===== src/rtl/clkout_cfg.svh =====
// constants of the programmable clock output generator
// assumes a single 20 MHz clock and a 12-bit nibble-wide data memory write port
`ifndef CLKOUT_CFG_SVH
`define CLKOUT_CFG_SVH

// ************************************************************
// register map
// ************************************************************
`define CLKOUT_MODE_ADDR    12'hfd0
`define CLKOUT_MODE_RESET   4'h0
`define CLKOUT_EN_BIT       3
`define CLKOUT_RSVD_BIT     2
`define CLKOUT_SEL_HI_BIT   1
`define CLKOUT_SEL_LO_BIT   0

// ************************************************************
// timing
// ************************************************************
`define CLKOUT_OSC_DIV      3
`define CLKOUT_SWITCH_MC    4
`define CLKOUT_OSC_STOP_MC  32
`define CLKOUT_SUB_DIV_BIT  1

`endif


===== src/rtl/clkout_pkg.sv =====
// types of the programmable clock output generator
// assumes clkout_cfg.svh is included by the users of the constants
package clkout_pkg;

    // output source select codes
    typedef enum logic [1:0] {
        CLKOUT_SRC_CPU   = 2'b00,
        CLKOUT_SRC_DIV8  = 2'b01,
        CLKOUT_SRC_DIV16 = 2'b10,
        CLKOUT_SRC_DIV64 = 2'b11
    } clkout_src_t;

    // cpu clock divider codes
    typedef enum logic [1:0] {
        CLKOUT_CPU_DIV64 = 2'b00,
        CLKOUT_CPU_DIV16 = 2'b01,
        CLKOUT_CPU_DIV8  = 2'b10,
        CLKOUT_CPU_DIV4  = 2'b11
    } clkout_cpu_div_t;

    // pin gate state
    typedef enum logic [0:0] {
        CLKOUT_GATE_OFF = 1'b0,
        CLKOUT_GATE_ON  = 1'b1
    } clkout_gate_t;

endpackage : clkout_pkg


===== src/rtl/clkout_tick.sv =====
// prescaler: one-cycle tick every DIV clocks, modelling the main oscillator rate
// assumes a free running clock
`timescale 1ns/1ns
module clkout_tick #(
    parameter int DIV = 3
) (
    // clock and reset
    input  wire logic clk,
    input  wire logic rst_b,
    // tick out
    output logic      tick
);
    localparam int CW = (DIV > 1) ? $clog2(DIV) : 1;

    logic [CW-1:0] cnt_ff;

    if (DIV < 1) begin : g_bad_div
        $error("clkout_tick: DIV must be at least 1");
    end

    always_ff @(posedge clk or negedge rst_b) begin
        if (!rst_b) begin
            cnt_ff <= '0;
        end else if (cnt_ff == CW'(DIV - 1)) begin
            cnt_ff <= '0;
        end else begin
            cnt_ff <= cnt_ff + 1'b1;
        end
    end

    assign tick = (cnt_ff == CW'(DIV - 1));

endmodule : clkout_tick


===== src/rtl/clkout_gen.sv =====
// programmable clock output generator: mode register, cpu clock with delayed
// switchover, source select and glitch-free gate onto the shared port pin
// assumes synchronous inputs, the port latch and port mode held outside
`timescale 1ns/1ns
`include "clkout_cfg.svh"
module clkout_gen
    import clkout_pkg::*;
#(
    parameter int OSC_DIV   = `CLKOUT_OSC_DIV,
    parameter int SWITCH_MC = `CLKOUT_SWITCH_MC
) (
    // clock and reset
    input  wire logic        clk,
    input  wire logic        rst_b,
    // data memory port
    input  wire logic        mem_wr,
    input  wire logic        mem_rd,
    input  wire logic [11:0] mem_addr,
    input  wire logic [3:0]  mem_wdata,
    output logic      [3:0]  mem_rdata,
    // clock generator settings
    input  wire logic [1:0]  processor_clock_control,
    input  wire logic        system_clock_control,
    input  wire logic        sub_osc_in,
    // cpu clock outputs
    output logic             cpu_clock,
    output logic             machine_cycle,
    output logic             cpu_on_subsystem,
    // shared port pin
    input  wire logic        port2_line2_latch,
    input  wire logic        port2_line2_out_mode,
    output logic             clock_out_pin,
    output logic             port2_line2_out,
    output logic             port2_line2_oe
);

    // the counters below cannot serve these values
    if (OSC_DIV < 1) begin : g_bad_osc_div
        $error("clkout_gen: OSC_DIV must be at least 1");
    end
    if (SWITCH_MC < 1 || SWITCH_MC > 255) begin : g_bad_switch_mc
        $error("clkout_gen: SWITCH_MC out of range");
    end

    // ************************************************************
    // main oscillator phase
    // ************************************************************
    logic       osc_tick;
    logic [5:0] phase_ff;

    clkout_tick #(
        .DIV (OSC_DIV)
    ) u_tick (
        .clk   (clk),
        .rst_b (rst_b),
        .tick  (osc_tick)
    );

    always_ff @(posedge clk or negedge rst_b) begin
        if (!rst_b) begin
            phase_ff <= 6'h00;
        end else if (osc_tick) begin
            phase_ff <= phase_ff + 6'h01;
        end
    end

    // bit n of the phase is a square wave at the oscillator rate / 2^(n+1)
    function automatic logic osc_div_level(input logic [5:0] ph, input logic [1:0] code);
        logic lvl;
        lvl = 1'b0;
        unique case (code)
            2'b00: lvl = ph[1];
            2'b01: lvl = ph[2];
            2'b10: lvl = ph[3];
            2'b11: lvl = ph[5];
        endcase
        return lvl;
    endfunction : osc_div_level

    // ************************************************************
    // subsystem clock divided by four
    // ************************************************************
    logic       sub_q_ff;
    logic [1:0] sub_cnt_ff;

    always_ff @(posedge clk or negedge rst_b) begin
        if (!rst_b) begin
            sub_q_ff <= 1'b0;
        end else begin
            sub_q_ff <= sub_osc_in;
        end
    end

    always_ff @(posedge clk or negedge rst_b) begin
        if (!rst_b) begin
            sub_cnt_ff <= 2'h0;
        end else if (sub_osc_in && !sub_q_ff) begin
            sub_cnt_ff <= sub_cnt_ff + 2'h1;
        end
    end

    // ************************************************************
    // cpu clock with delayed switchover
    // ************************************************************
    // the cpu keeps its old clock for SWITCH_MC machine cycles after a new
    // setting appears, so a setting written mid-cycle never truncates a cycle
    logic       cpu_sub_ff;
    logic [1:0] cpu_div_ff;
    logic [7:0] sw_cnt_ff;
    logic       cpu_lvl_ff;
    logic       cpu_lvl_prev_ff;
    logic       nxt_cpu_lvl;
    logic       sw_pending;
    logic       mc_edge;

    assign sw_pending = (cpu_sub_ff != system_clock_control)
                     || (cpu_div_ff != processor_clock_control);
    assign mc_edge    = cpu_lvl_ff && !cpu_lvl_prev_ff;

    always_comb begin
        if (cpu_sub_ff) begin
            nxt_cpu_lvl = sub_cnt_ff[`CLKOUT_SUB_DIV_BIT];
        end else begin
            unique case (clkout_cpu_div_t'(cpu_div_ff))
                CLKOUT_CPU_DIV64: nxt_cpu_lvl = osc_div_level(phase_ff, 2'b11);
                CLKOUT_CPU_DIV16: nxt_cpu_lvl = osc_div_level(phase_ff, 2'b10);
                CLKOUT_CPU_DIV8:  nxt_cpu_lvl = osc_div_level(phase_ff, 2'b01);
                CLKOUT_CPU_DIV4:  nxt_cpu_lvl = osc_div_level(phase_ff, 2'b00);
            endcase
        end
    end

    always_ff @(posedge clk or negedge rst_b) begin
        if (!rst_b) begin
            cpu_lvl_ff      <= 1'b0;
            cpu_lvl_prev_ff <= 1'b0;
        end else begin
            cpu_lvl_ff      <= nxt_cpu_lvl;
            cpu_lvl_prev_ff <= cpu_lvl_ff;
        end
    end

    always_ff @(posedge clk or negedge rst_b) begin
        if (!rst_b) begin
            sw_cnt_ff <= 8'h00;
        end else if (!sw_pending) begin
            sw_cnt_ff <= 8'h00;
        end else if (mc_edge) begin
            sw_cnt_ff <= sw_cnt_ff + 8'h01;
        end
    end

    // apply the new setting on a machine cycle boundary only
    always_ff @(posedge clk or negedge rst_b) begin
        if (!rst_b) begin
            cpu_sub_ff <= 1'b0;
            cpu_div_ff <= 2'b00;
        end else if (sw_pending && mc_edge && sw_cnt_ff == 8'(SWITCH_MC - 1)) begin
            cpu_sub_ff <= system_clock_control;
            cpu_div_ff <= processor_clock_control;
        end
    end

    assign cpu_clock        = cpu_lvl_ff;
    assign machine_cycle    = mc_edge;
    assign cpu_on_subsystem = cpu_sub_ff;

    // ************************************************************
    // mode register
    // ************************************************************
    logic [3:0] mode_ff;

    always_ff @(posedge clk or negedge rst_b) begin
        if (!rst_b) begin
            mode_ff <= `CLKOUT_MODE_RESET;
        end else if (mem_wr && mem_addr == `CLKOUT_MODE_ADDR) begin
            mode_ff <= mem_wdata;
        end
    end

    // the register is write only; its address and every other one read zero
    always_ff @(posedge clk or negedge rst_b) begin
        if (!rst_b) begin
            mem_rdata <= 4'h0;
        end else if (mem_rd) begin
            mem_rdata <= 4'h0;
        end
    end

    // ************************************************************
    // source select and glitch-free gate
    // ************************************************************
    // select is taken into the mux only while the gate is off, so a select
    // written while running cannot splice two waveforms
    logic         src_lvl_ff;
    logic         nxt_src_lvl;
    logic [1:0]   sel_ff;
    clkout_gate_t gate_ff;
    logic         out_ff;
    logic         want_on;
    logic [1:0]   sel_req;

    assign want_on = mode_ff[`CLKOUT_EN_BIT];
    assign sel_req = {mode_ff[`CLKOUT_SEL_HI_BIT], mode_ff[`CLKOUT_SEL_LO_BIT]};

    always_ff @(posedge clk or negedge rst_b) begin
        if (!rst_b) begin
            sel_ff <= 2'b00;
        end else if (gate_ff == CLKOUT_GATE_OFF) begin
            sel_ff <= sel_req;
        end
    end

    always_comb begin
        unique case (clkout_src_t'(sel_ff))
            CLKOUT_SRC_CPU:   nxt_src_lvl = cpu_lvl_ff;
            CLKOUT_SRC_DIV8:  nxt_src_lvl = osc_div_level(phase_ff, 2'b01);
            CLKOUT_SRC_DIV16: nxt_src_lvl = osc_div_level(phase_ff, 2'b10);
            CLKOUT_SRC_DIV64: nxt_src_lvl = osc_div_level(phase_ff, 2'b11);
        endcase
    end

    always_ff @(posedge clk or negedge rst_b) begin
        if (!rst_b) begin
            src_lvl_ff <= 1'b0;
        end else begin
            src_lvl_ff <= nxt_src_lvl;
        end
    end

    // the gate moves only while both the current and coming source level
    // are low, so the first and last pulses are always whole
    always_ff @(posedge clk or negedge rst_b) begin
        if (!rst_b) begin
            gate_ff <= CLKOUT_GATE_OFF;
        end else if (!src_lvl_ff && !nxt_src_lvl) begin
            unique case (gate_ff)
                // wait for the select to settle, so a select and an enable
                // written together cannot start on a half phase
                CLKOUT_GATE_OFF: begin
                    if (want_on && sel_ff == sel_req) gate_ff <= CLKOUT_GATE_ON;
                end
                CLKOUT_GATE_ON:  if (!want_on) gate_ff <= CLKOUT_GATE_OFF;
            endcase
        end
    end

    always_ff @(posedge clk or negedge rst_b) begin
        if (!rst_b) begin
            out_ff <= 1'b0;
        end else begin
            out_ff <= nxt_src_lvl && (gate_ff == CLKOUT_GATE_ON);
        end
    end

    // ************************************************************
    // shared port pin
    // ************************************************************
    // the latch must hold zero while the clock runs, otherwise the pin
    // simply stays high
    assign clock_out_pin   = out_ff;
    assign port2_line2_out = port2_line2_latch | out_ff;
    assign port2_line2_oe  = port2_line2_out_mode;

endmodule : clkout_gen


===== config.mk =====
export PLATFORM = sky130hd
export DESIGN_NAME = clkout_gen
export DESIGN_NICKNAME = d
export VERILOG_FILES = /design/src/rtl/clkout_pkg.sv /design/src/rtl/clkout_tick.sv /design/src/rtl/clkout_gen.sv
export VERILOG_INCLUDE_DIRS = /design/src /design/src/rtl
export SDC_FILE = /design/constraint.sdc
export NUM_CORES = 1
export LEC_CHECK = 0
export BUFFER_PORTS_ARGS = -buffer_cell sky130_fd_sc_hd__clkbuf_2
export CAP_MARGIN = 20
export CORE_AREA = 2 2 49 73
export CTS_CLUSTER_DIAMETER = 200
export DETAILED_ROUTE_END_ITERATION = 16
export DIE_AREA = 0 0 51 75
export PLACE_DENSITY_LB_ADDON = 0.15
export REMOVE_ABC_BUFFERS = 1
export SKIP_CTS_REPAIR_TIMING = 1
export SLEW_MARGIN = 20
export SYNTH_ARGS = -nofsm -noshare
export SYNTH_HDL_FRONTEND = slang
export SYNTH_SLANG_ARGS = --single-unit

===== constraint.sdc =====
create_clock -name clk -period 1.9 [get_ports clk]
set_input_delay 0.19 -clock clk [delete_from_list [all_inputs] [get_ports clk]]
set_output_delay 0.19 -clock clk [all_outputs]
set_load 0.01 [all_outputs]

---- Yosys cells after proc, flatten, opt, wreduce, memory -nomap -nowiden ----
Index checks and enable logic that the tools add are counted.
operators by class
  reduce and logical (&&, ||, !) cells .... 15
  bitwise logic cells ..................... 2
  equality and inequality tests ........... 13
  add/subtract/negate cells ............... 4
  muxes and demuxes ....................... 9
operator list
  operator                                              count
  2-to-1 mux 8 bit                                      2
  equality test 12 bit (second input constant)          1
  equality test 2 bit (second input constant)           5
  adder 8 x 1 -> 8 bit (second input constant)          1
  equality test 8 x 2 -> 1 bit (second input constant)  1
  logical AND 1 bit                                     8
  one-hot mux 1 bit (4 select lines)                    2
  adder 6 x 1 -> 6 bit (second input constant)          1
  adder 2 x 1 -> 2 bit (second input constant)          2
  equality test 2 x 1 -> 1 bit (second input constant)  2
  zero test 1 bit                                       4
  zero test 2 bit                                       2
  2-to-1 mux 1 bit                                      3
  equality test 2 bit                                   1
  2-to-1 mux 2 bit                                      1
  != test 2 x 1 -> 1 bit (second input constant)        1
  != test 2 bit                                         1
  one-hot mux 1 bit (2 select lines)                    1
  logical OR 1 bit                                      1
  != test 1 bit                                         1
  inverter 1 bit                                        1
  bitwise OR 1 bit                                      1
word-level totals
  output and inout bits ................... 10
  logic and storage cells ................. 57
  input bits .............................. 26
  register bits after elaboration ......... 33

---- Logic depth before layout (Yosys ltp) ----
Gate-level depths: netlist of the first run.
  word-level depth ........................ 4
  gate-level depth with buffers ........... 5
  mapped depth without buffers ............ 5

---- Hierarchy ----
From an unflattened synthesis of the first run, not the netlist that was laid out.
second synthesis, totals
  cells, all modules ...................... 116
  area, all modules ....................... 1,448.9 µm²
by module, submodules not included
  module       instances  sequential area each (µm²)  area an instance (µm²)  cells an instance
  clkout_gen   1          750.7                       1,380.1                 111
  clkout_tick  1          50.0                        68.8                    5

---- Worst setup path after synthesis of the first run ----
Ideal clock, no wire load.
  path type ............................... register to register
  start point ............................. register sw_cnt_ff[6]
  end point ............................... register cpu_div_ff[0]
  stages on the path, launching flop included .. 5
  clock period less this slack ............ 1,859 ps
  path slack .............................. 41 ps
  arrival time ............................ 1,731 ps
  required time ........................... 1,773 ps
  path buffers ............................ 0
  path through ............................ dfrtp_1 > or4_1 > or4_4 > nor2_4 > mux2_1
between the ends
  cells in the longest elaborated chain, start to end .. 2
ends and longest elaborated chain
  item                          line               RTL
  start: declaration            clkout_gen.sv:109  logic [7:0] sw_cnt_ff;
  start signal: assignment      clkout_gen.sv:149  sw_cnt_ff <= sw_cnt_ff + 8'h01;
  equality test 8 x 2 -> 1 bit  clkout_gen.sv:158  end else if (sw_pending && mc_edge && sw_cnt_ff == 8'(SWITCH_MC - 1)) begin
  logical AND 1 bit             clkout_gen.sv:158
  end signal: assignment        clkout_gen.sv:160  cpu_div_ff <= processor_clock_control;
  end: declaration              clkout_gen.sv:108  logic [1:0] cpu_div_ff;
No other way between the ends.
A chain may end at the register's enable or synchronous reset.

---- Final worst setup path of the first run ----
Same ends and word-level chain as after synthesis.

==> impl_results.md, run 1 <==
- Vias in the first global route: roughly 1000
- Core Util, Final: roughly 55%
- Initial DRC count: 3
- Post-Synthesis Cells: 115
- Hold Slack: -0.01659 ns
- Hold crit path type: in -> async
- PwrDens: roughly 1100 nW/µm²
- Number of flops mapped to enable cells by yosys: 0
- Final Hold Viols: 32
- Crit path max fanout: 2
- Vias: 952
- Die Wd: around 50 µm
- Chip Height: 75 µm
- Setup CP Type: reg -> reg
- Mux cell area share after synthesis: 11.59%
- FF-to-FF Start: sw_cnt_ff[6]$_DFFE_PN0P_
- Flop2flop setup slack: 0.01 ns
- Max rail drop VDD: between 900 and 1000 µV
- Largest family of logic cells by synthesized area: simple AND/OR/NAND/NOR gates
- Routed vias/inst: 4.958
- Setup TNS: 0 ns
- Total power: slightly below 2 mW
- Unrepaired setup endpoints after global routing: yes
- Commonest cells after routing, fill and taps aside: dfrtp_1, clkbuf_2, nor2_1, xor2_1, xnor2_1
- Min Tclk post-route: approximately 1.9 ns
- HPWL after DPL: 1869 µm
- Buffers added on ports: 27
- TritonCTS clock tree: done
- Synth Area in XOR/XNOR: between 10 and 15%
- Setup WS pre-CTS: ~0.0032 ns
- Cell Area, Synth: 1446 µm²
- CP Launch Type: flop
- First-pass GRT wire length: around 4200 µm
- Yosys warns: 0
- Prevailing post-synth register cell: dfrtp_1
- Worst slew pin tran: 0.7778 ns
- Fin. max-slew vios: 0
- Antenna violations before repair: 0
- Initial core utilization: between 40% and 50%
- # IOs: 36
- Final antenna-violating net count: 0
- Final std cells w/o fill: between 150 and 200
- Status: complete, but fails checks
- PnR worst setup slack: roughly 0.0096 ns
- First-pass DRT Iterations: 2
- Max-cap violations: 0
- WP data required: about 2 ns
- CP endpoint kind: flop
- Final Setup Violations: 0
- Post-synth top area cell: dfrtp_1
- Final nets: around 180
- Async set or reset register ratio after synthesis: 100.0%
- Skew-Pair Late Insertion Delay: roughly 0.27 ns
- H-tree depth: 2
- Number of synthesized register bits: 32
- Worst Setup EP: cpu_div_ff[0]$_DFFE_PN0P_
- R2r endpoint: cpu_div_ff[0]$_DFFE_PN0P_
- Avg Inst Size Synth: roughly 13 µm²
- Clock transition at path regs: about 0.06 ns
- CTS Buf Count: 5
- CTS Sinks: 32
- Clk_skew: between 0.003 and 0.004 ns
- Area Overhead vs Synth: 20.07%
- Top cell type's share of synthesized area: 55.36%
- Overall Global Routing Usage: 14.72%
- Post-Route WL: about 2400 µm
- Largest net degree at the start of global routing: 33
- Start point of the critical path: sw_cnt_ff[6]$_DFFE_PN0P_
- Clk Tree Root Cell: clkbuf_8
- Antenna cell count: 0
- Fmax achieved: 529.0 MHz
- Max-slew headroom: 48.14%
- Post-synthesis compound-gate area fraction: 0.7785%
- WP data arrival: 2.05 ns
- Period utilization: roughly 100%
- Clk buf depth: 2
- Die area: ~3800 µm²
- Leak: between 0.8 and 0.9 nW
- DR DRC count: 0
- Reg2reg path depth: 4
- Fraction of layout cells with a size suffix above 1: 34.87%
- Post-synthesis simple-gate area fraction: 15.66%
- Synth Area in Adders: 1.730%
- Failing checks: negative hold slack
- Gpl congestion: 0.6965
- Register area share after synthesis: approximately 55%
- WL per Instance: approximately 13 µm
- Core Area: between 3000 and 4000 µm²
- Total gr overflow: 0
- Synth area leaders: dfrtp_1, xor2_1, mux2_2
- Synth unique cells: 31
- Leading cell type in the layout, fill and taps excluded: dfrtp_1
- Dpl cells: 184
- Num rows: 25
## synth_stat cells (2+ instances only)
cell,number
mux4_2,2
nand2_1,4
dfrtp_1,32
mux2_2,7
ha_1,2
nand3b_1,3
xnor2_1,8
nand4_1,6
xor2_1,11
mux2_1,3
nor2b_1,3
nor2_1,11
buf_4,5
## per-layer routing
metal	track usage, %	up-vias	wire length [µm]
met5	0	-	0
met4	4.505	0	19
met3	4.365	2	102
met2	28.72	22	1375
met1	14.70	470	912
li1	-	458	-
## flip-flops by register name, indices dropped and copies added (netlist names), 2 cells and up
signal,count
sub_cnt_ff,2
sel_ff,2
mode_ff,3
cpu_div_ff,2
sw_cnt_ff,8
phase_ff,6
u_tick.cnt_ff,2
## worst min path at each step
| stage | to | slack (ns) | cells after the start |
|---|---|---|---|
| final | sw_cnt_ff[5]$_DFFE_PN0P_ | -0.02 | 1 |
| after CTS | sub_cnt_ff[1]$_DFFE_PN0P_ | 0.005 | 1 |
| after global routing | sw_cnt_ff[7]$_DFFE_PN0P_ | 0.04 | 1 |
| after floorplan | clock_out_pin$_DFF_PN0_ | -0.11 | 0 |
| after global placement | sw_cnt_ff[5]$_DFFE_PN0P_ | 0.28 | 1 |
| after detailed placement | sw_cnt_ff[7]$_DFFE_PN0P_ | 0.31 | 1 |
## report_power, final
| part | internal (mW) | total (mW) | switching, mW | leakage, nW |
|---|---|---|---|---|
| clock network | 0.295 | 0.517 | 0.222 | 0.0455 |
| logic | 0.267 | 0.490 | 0.223 | 0.389 |
| registers | 0.831 | 0.955 | 0.125 | 0.411 |
| total | 1.39 | 1.96 | 0.569 | 0.845 |
## worst max-delay path: stages (launching register included)
cell and delay (ns):
dfrtp_1 0.37, or4_1 0.52, or4_4 0.45, nor2_4 0.13, mux2_4 0.31
## through the flow
stage / cell area (µm²) / hold slack (ns)
floorplan: 1416 / -0.1056
CTS: 1729 / 0.005184
finish: 1737 / -0.01659
detailed placement: 1639 / 0.3055
global placement: 1639 / 0.2832
global route: 1737 / 0.04018
## cell families (layout without fill, tap and decap cells)
logic type                 after synthesis  count (layout)
other                                    1               4
buffers and inverters                    7              41
xor gates and xnor gates                19              19
AOI/OAI and AO/OA                        2               2
muxes                                   13              13
and+or+nand+nor                         39              39
DFF                                     32              32
adders and majority gates                2               2
## layout make-up
type	instances	area, µm²
clock buffers	8	90.09
fillers	299	1423
inverters	1	3.754
flip-flops and latches	32	800.8
multi-input cells	79	619.3
repair buffers	32	172.7
well taps	40	50.05
(Power assumes the default switching activity.)
==> run 2, diff against run 1 <==
- ABC_AREA: default -> 1
- CORE_AREA: 2 2 49 73 -> 2 2 51 76
- DIE_AREA: 0 0 51 75 -> 0 0 53 78
==> impl_results.md, run 2 <==
- Status: complete, but fails checks (unchanged)
- Failing checks: negative hold slack (unchanged)
- HPWL after DPL: 2139 µm (was 1869 µm)
- WP data arrival: 1.33 ns (was 2.05 ns)
- Initial core utilization: 47.03% (was 45.78%)
- Area Overhead vs Synth: 13.71% (was 20.07%)
- Max-slew headroom: 49.47% (was 48.14%)
- CTS Sinks: 32 (unchanged)
- Final Cell Area: 1827 µm² (was 1737 µm²)
- Placed inst area: 1749 µm² (was 1639 µm²)
- Setup TNS: 0 ns (unchanged)
- Chip Height: 78 µm (was 75 µm)
- Die area: 4134 µm² (was 3825 µm²)
- Max-cap violations: 0 (unchanged)
- Number of flops mapped to enable cells by yosys: 0 (unchanged)
- Worst path max stage delay: 0.39 ns (was 0.52 ns)
- Post-synthesis compound-gate area fraction: 4.751% (was 0.7785%)
- Largest family of logic cells by synthesized area: simple AND/OR/NAND/NOR gates (unchanged)
- Max reg flops: 8 (unchanged)
- Total gr overflow: 0 (unchanged)
- Reg2reg path depth: 7 (was 4)
- TritonCTS clock tree: done (unchanged)
- WP data required: 1.71 ns (was 2.06 ns)
- CTS Buf Count: 5 (unchanged)
- Async set or reset register ratio after synthesis: 100.0% (unchanged)
- Post-Route WL: 2749 µm (was 2410 µm)
- PnR worst setup slack: 0.3803 ns (was 0.009627 ns)
- Max rail drop VDD: 517.5 µV (was 900.8 µV)
- PwrDens: 807.9 nW/µm² (was 1130 nW/µm²)
- Fin. max-slew vios: 0 (unchanged)
- Post-Synthesis Cells: 204 (was 115)
- Post-synthesis simple-gate area fraction: 29.91% (was 15.66%)
- Unrepaired setup endpoints after global routing: no (was yes)
- Worst slew pin tran: 0.7580 ns (was 0.7778 ns)
- # IOs: 36 (unchanged)
- Synth unique cells: 22 (was 31)
- Synth top cells by count: nand2_1, dfrtp_1, inv_1 (was dfrtp_1, nor2_1, xor2_1)
- Vias: 1289 (was 952)
- Die Wd: 53 µm (was 51 µm)
- Antenna violations before repair: 0 (unchanged)
- Prevailing post-synth register cell: dfrtp_1 (unchanged)
- H-tree depth: 2 (unchanged)
- Vias in the first global route: 1239 (was 1011)
- Clk buf depth: 2 (unchanged)
- Clk_skew: 0.006171 ns (was 0.003139 ns)
- Core Area: 3416 µm² (was 3159 µm²)
- Clock transition at path regs: 0.06 ns (about the same)
- Overall Global Routing Usage: 16.15% (was 14.72%)
- Cell Area, Synth: 1607 µm² (was 1446 µm²)
- Most common cell in the netlist: nand2_1 (was dfrtp_1)
- WL per Instance: 9.960 µm (was 12.55 µm)
- Crit path max fanout: 11 (was 2)
- Largest Register: sw_cnt_ff (unchanged)
- Commonest cells after routing, fill and taps aside: nand2_1, dfrtp_1, clkbuf_2 (was dfrtp_1, clkbuf_2, nor2_1, xor2_1, xnor2_1)
- Routed vias/inst: 4.670 (was 4.958)
- Flop2flop setup slack: 0.46 ns (was 0.01 ns)
- Biggest registers after layout: sw_cnt_ff x8, phase_ff x6, mode_ff x3 (unchanged)
- Gpl congestion: 0.7382 (was 0.6965)
- Register area share after synthesis: 49.84% (was 55.36%)
- Buffers added on ports: 27 (unchanged)
- Post-synth top area cell: dfrtp_1 (unchanged)
- CP max-delay cell: dfrtp_1 (was or4_1)
- Period utilization: 79.99% (was 99.49%)
- CP endpoint kind: primary output (was flop)
- Fmax achieved: 658.0 MHz (was 529.0 MHz)
- Skew-Pair Late Insertion Delay: 0.28 ns (was 0.27 ns)
- Yosys warns: 0 (unchanged)
- Final Hold Viols: 32 (unchanged)
- Clk Tree Root Cell: clkbuf_8 (unchanged)
- Min Tclk post-route: 1.520 ns (was 1.890 ns)
- Top cell type's share of synthesized area: 49.84% (was 55.36%)
- Leading cell type in the layout, fill and taps excluded: nand2_1 (was dfrtp_1)
- Setup CP Type: reg -> out (was reg -> reg)
- First-pass GRT wire length: 4919 µm (was 4202 µm)
- Final antenna-violating net count: 0 (unchanged)
- Initial DRC count: 7 (was 3)
- Final Setup Violations: 0 (unchanged)
- Total power: 1.476 mW (was 1.962 mW)
- R2r endpoint: sw_cnt_ff[4]$_DFFE_PN0P_ (was cpu_div_ff[0]$_DFFE_PN0P_)
- Number of synthesized register bits: 32 (unchanged)
- Synth Area in XOR/XNOR: 4.361% (was 11.51%)
- Mux cell area share after synthesis: 0% (was 11.59%)
- DR DRC count: 0 (unchanged)
- Hold Slack: -0.03436 ns (was -0.01659 ns)
- Synth area leaders: dfrtp_1, nand2_1, inv_1 (was dfrtp_1, xor2_1, mux2_2)
- Num rows: 26 (was 25)
- Final nets: 262 (was 179)
- Leak: 1.006 nW (was 0.8447 nW)
- Fraction of layout cells with a size suffix above 1: 15.81% (was 34.87%)
- CP Launch Type: flop (unchanged)
- First-pass DRT Iterations: 5 (was 2)
- Hold crit path type: in -> async (unchanged)
- Avg Inst Size Synth: 7.875 µm² (was 12.58 µm²)
- Setup WS pre-CTS: 0.4407 ns (was 0.003160 ns)
- Cells along the critical path: nand2_1 -> inv_1 -> clkbuf_2 (was or4_1 -> or4_4 -> nor2_4 -> mux2_4)
- Synth Area in Adders: 1.558% (was 1.730%)
- Largest net degree at the start of global routing: 33 (unchanged)
- FF-to-FF Start: cpu_clock$_DFF_PN0_ (was sw_cnt_ff[6]$_DFFE_PN0P_)
- Antenna cell count: 0 (unchanged)
[run 2: cell types whose count changed in the layout (fill, tap and decap cells not counted), moves of 5 or more]
cell,before,now
nor2_1,11,22
o21ai_0,0,10
nand2_1,4,65
nand3_1,1,15
mux2_2,7,0
inv_1,1,25
buf_4,5,0
xor2_1,11,3
[run 2: how the worst max path moves through the flow]
stage | slack (ns) | start | depth (start not counted) | endpoint
3_5_place_dp | 0.44 | cpu_clock$_DFF_PN0_ | 7 | sw_cnt_ff[4]$_DFFE_PN0P_
2_1_floorplan | 0.61 | cpu_clock$_DFF_PN0_ | 7 | sw_cnt_ff[4]$_DFFE_PN0P_
4_1_cts | 0.35 | cpu_clock$_DFF_PN0_ | 3 | machine_cycle
3_3_place_gp | 0.48 | cpu_clock$_DFF_PN0_ | 7 | sw_cnt_ff[4]$_DFFE_PN0P_
5_1_grt | 0.25 | cpu_clock$_DFF_PN0_ | 3 | machine_cycle
6_report | 0.38 | cpu_clock$_DFF_PN0_ | 3 | machine_cycle
[run 2: critical path: cells and delay by family (launching register included)]
family | cells | cell delay (ns)
buffers and inverters | 2 | 0.51
flip-flops | 1 | 0.39
AND/OR/NAND/NOR | 1 | 0.16
[run 2: cell families after synthesis]
logic type,after synthesis
and+or+nand+nor,114
buffers and inverters,32
xor gates and xnor gates,8
other,1
AOI/OAI and AO/OA,15
DFF,32
adders and majority gates,2
[run 2: layer usage]
metal | GRT usage [%] | share of wire, % | up-vias
li1 | - | - | 687
met1 | 16.88 | 42 | 576
met2 | 28.00 | 53 | 21
met3 | 5.192 | 4.0 | 5
met4 | 7.692 | 1.4 | 0
met5 | 0 | 0 | -
[run 2: layout make-up]
cell class / count / area (µm²)
clock buffers: 6 / 72.57
clock inverters: 1 / 5.005
fillers: 355 / 1589
inverters: 25 / 93.84
multi-input cells: 143 / 666.9
flip-flops and latches: 32 / 800.8
well taps: 42 / 52.55
repair buffers: 27 / 135.1
[run 2: power by group]
group          internal, mW  switching (mW)
Combinational        0.0883           0.116
Clock                 0.248           0.226
Sequential            0.745          0.0522
Total                  1.08           0.394
[run 2: through the flow]
step                util (%)  std cells
CTS                    53.48        276
floorplan                  -        200
detailed placement     51.21        269
global route           53.48        276
finish                 53.48        276
global placement       51.21        269
==> run 3, diff against run 2 <==
- CORE_AREA: 2 2 51 76 -> 2 2 50 75
- DIE_AREA: 0 0 53 78 -> 0 0 52 77
- clock period: 1.9 -> 1.6 ns (I/O delays scaled with it)
==> impl_results.md, run 3 (synthesized netlist as in run 2, its figures left out) <==
- Status: completed (was complete, but fails checks)
- CTS Buf Count: 5 (unchanged)
- First-pass GRT wire length: 4788 µm (was 4919 µm)
- Max reg flops: 8 (unchanged)
- Chip Height: 77 µm (was 78 µm)
- Commonest cells after routing, fill and taps aside: nand2_1, dfrtp_1, clkbuf_2 (unchanged)
- Vias in the first global route: 1221 (was 1239)
- Fmax achieved: about 730 MHz
- Buffers added on ports: 27 (unchanged)
- Unrepaired setup endpoints after global routing: no (unchanged)
- Post-Route WL: 2844 µm (was 2749 µm)
- CP endpoint kind: primary output (unchanged)
- Largest Register: sw_cnt_ff (unchanged)
- Delay-heaviest family, CP: buffers and inverters (unchanged)
- Clk buf depth: 2 (unchanged)
- H-tree depth: 2 (unchanged)
- Hold Slack: 0.08965 ns (was -0.03436 ns)
- Min Tclk post-route: 1.365 ns
- Routed vias/inst: 4.753 (was 4.670)
- Max-cap violations: 0 (unchanged)
- Final Cell Area: 1861 µm² (was 1827 µm²)
- CP Launch Type: flop (unchanged)
- Leak: 1.024 nW (was 1.006 nW)
- CP bufs+invs: 3 (was 2)
- Worst path max stage delay: 0.39 ns (about the same)
- First-pass DRT Iterations: 4 (was 5)
- Setup CP Type: reg -> out (unchanged)
- Fraction of layout cells with a size suffix above 1: 16.46% (was 15.81%)
- CTS Sinks: 32 (unchanged)
- Cells along the critical path: nand2_1 -> inv_1 -> buf_4 -> clkbuf_2 (was nand2_1 -> inv_1 -> clkbuf_2)
- DR DRC count: 0 (unchanged)
- Initial core utilization: 47.95% (was 47.03%)
- Fin. max-slew vios: 0 (unchanged)
- Area Overhead vs Synth: 15.81% (was 13.71%)
- Vias: 1326 (was 1289)
- WP data required: 1.44 ns (was 1.71 ns)
- Total power: 1.726 mW (was 1.476 mW)
- Largest net degree at the start of global routing: 33 (unchanged)
- TritonCTS clock tree: done (unchanged)
- Clk_skew: 0.008807 ns (was 0.006171 ns)
- Leading cell type in the layout, fill and taps excluded: nand2_1 (unchanged)
- PwrDens: 927.9 nW/µm² (was 807.9 nW/µm²)
- Setup TNS: 0 ns (unchanged)
- Clk Tree Root Cell: clkbuf_8 (unchanged)
- Clock transition at path regs: 0.06 ns (about the same)
- Initial DRC count: 17 (was 7)
- Final nets: 267 (was 262)
- CP max-delay cell: dfrtp_1 (unchanged)
- # IOs: 36 (unchanged)
- Final Hold Viols: 0 (was 32)
- Period utilization: 85.30%
- Antenna cell count: 0 (unchanged)
- Max rail drop VDD: 811.3 µV (was 517.5 µV)
- Overall Global Routing Usage: 16.06% (was 16.15%)
- Biggest registers after layout: sw_cnt_ff x8, phase_ff x6, mode_ff x3 (unchanged)
- Final Setup Violations: 0 (unchanged)
- WP data arrival: 1.20 ns (was 1.33 ns)
- Core Util, Final: 55.53% (was 53.48%)
- Die Wd: 52 µm (was 53 µm)
- Core Area: 3351 µm² (was 3416 µm²)
- Num rows: 26 (unchanged)
- HPWL after DPL: 2146 µm (was 2139 µm)
- Flop2flop setup slack: 0.25 ns (was 0.46 ns)
- Final antenna-violating net count: 0 (unchanged)
- WL per Instance: 10.19 µm (was 9.960 µm)
- Antenna violations before repair: 0 (unchanged)
- Total gr overflow: 0 (unchanged)
- Crit path max fanout: 7 (was 11)
- Gpl congestion: 0.7648 (was 0.7382)
- Die area: 4004 µm² (was 4134 µm²)
- Skew-Pair Late Insertion Delay: 0.28 ns (about the same)
- Hold crit path type: in -> reg (was in -> async)
- Placed inst area: 1772 µm² (was 1749 µm²)
-- run 3: where the power goes --
part           internal [mW]  total [mW]  switching [mW]  leakage [nW]
logic                  0.110       0.251           0.141         0.577
clock network          0.279       0.531           0.252        0.0359
registers              0.885       0.944          0.0593         0.411
total                   1.27        1.73           0.452          1.02
-- run 3: worst register-to-register path: cells and delay by family, from the launching register on --
family                     cells  cell delay, ns
and+or+nand+nor                5            0.62
DFF                            1            0.38
adders and majority gates      1            0.26
-- run 3: path summary, 6_finish.rpt --
kind	start	end	cells past startpoint
max in group asynchronous	rst_b	gate_ff$_DFFE_PN0P_	3
worst min register to register	u_tick.cnt_ff[0]$_DFF_PN0_	u_tick.cnt_ff[0]$_DFF_PN0_	1
worst max register to register	sw_cnt_ff[0]$_DFFE_PN0P_	cpu_div_ff[0]$_DFFE_PN0P_	6
worst max-delay path	cpu_clock$_DFF_PN0_	machine_cycle	4
worst min-delay path	mem_wdata[3]	mode_ff[3]$_DFFE_PN0P_	3
min in group asynchronous	rst_b	phase_ff[2]$_DFFE_PN0N_	3
-- run 3: per-stage QoR --
stage | worst slack, ns | cells
floorplan | 0.3075 | 200
global placement | 0.2555 | 272
detailed placement | 0.2447 | 272
CTS | 0.2158 | 277
global route | 0.1312 | 279
finish | 0.2353 | 279
-- run 3: per-layer routing --
metal	GRT usage, %	share of wire, %
met5	0	0
met4	7.105	0.81
met3	5.447	4.9
met2	28.10	53
met1	16.58	41
-- run 3: area by class of cell --
| type | count | area, µm² |
|---|---|---|
| Clock buffer | 5 | 68.82 |
| Fill cell | 338 | 1490 |
| Inverter | 25 | 93.84 |
| Multi-Input combinational cell | 143 | 666.9 |
| Sequential cell | 32 | 800.8 |
| Tap cell | 42 | 52.55 |
| Timing Repair Buffer | 32 | 177.7 |
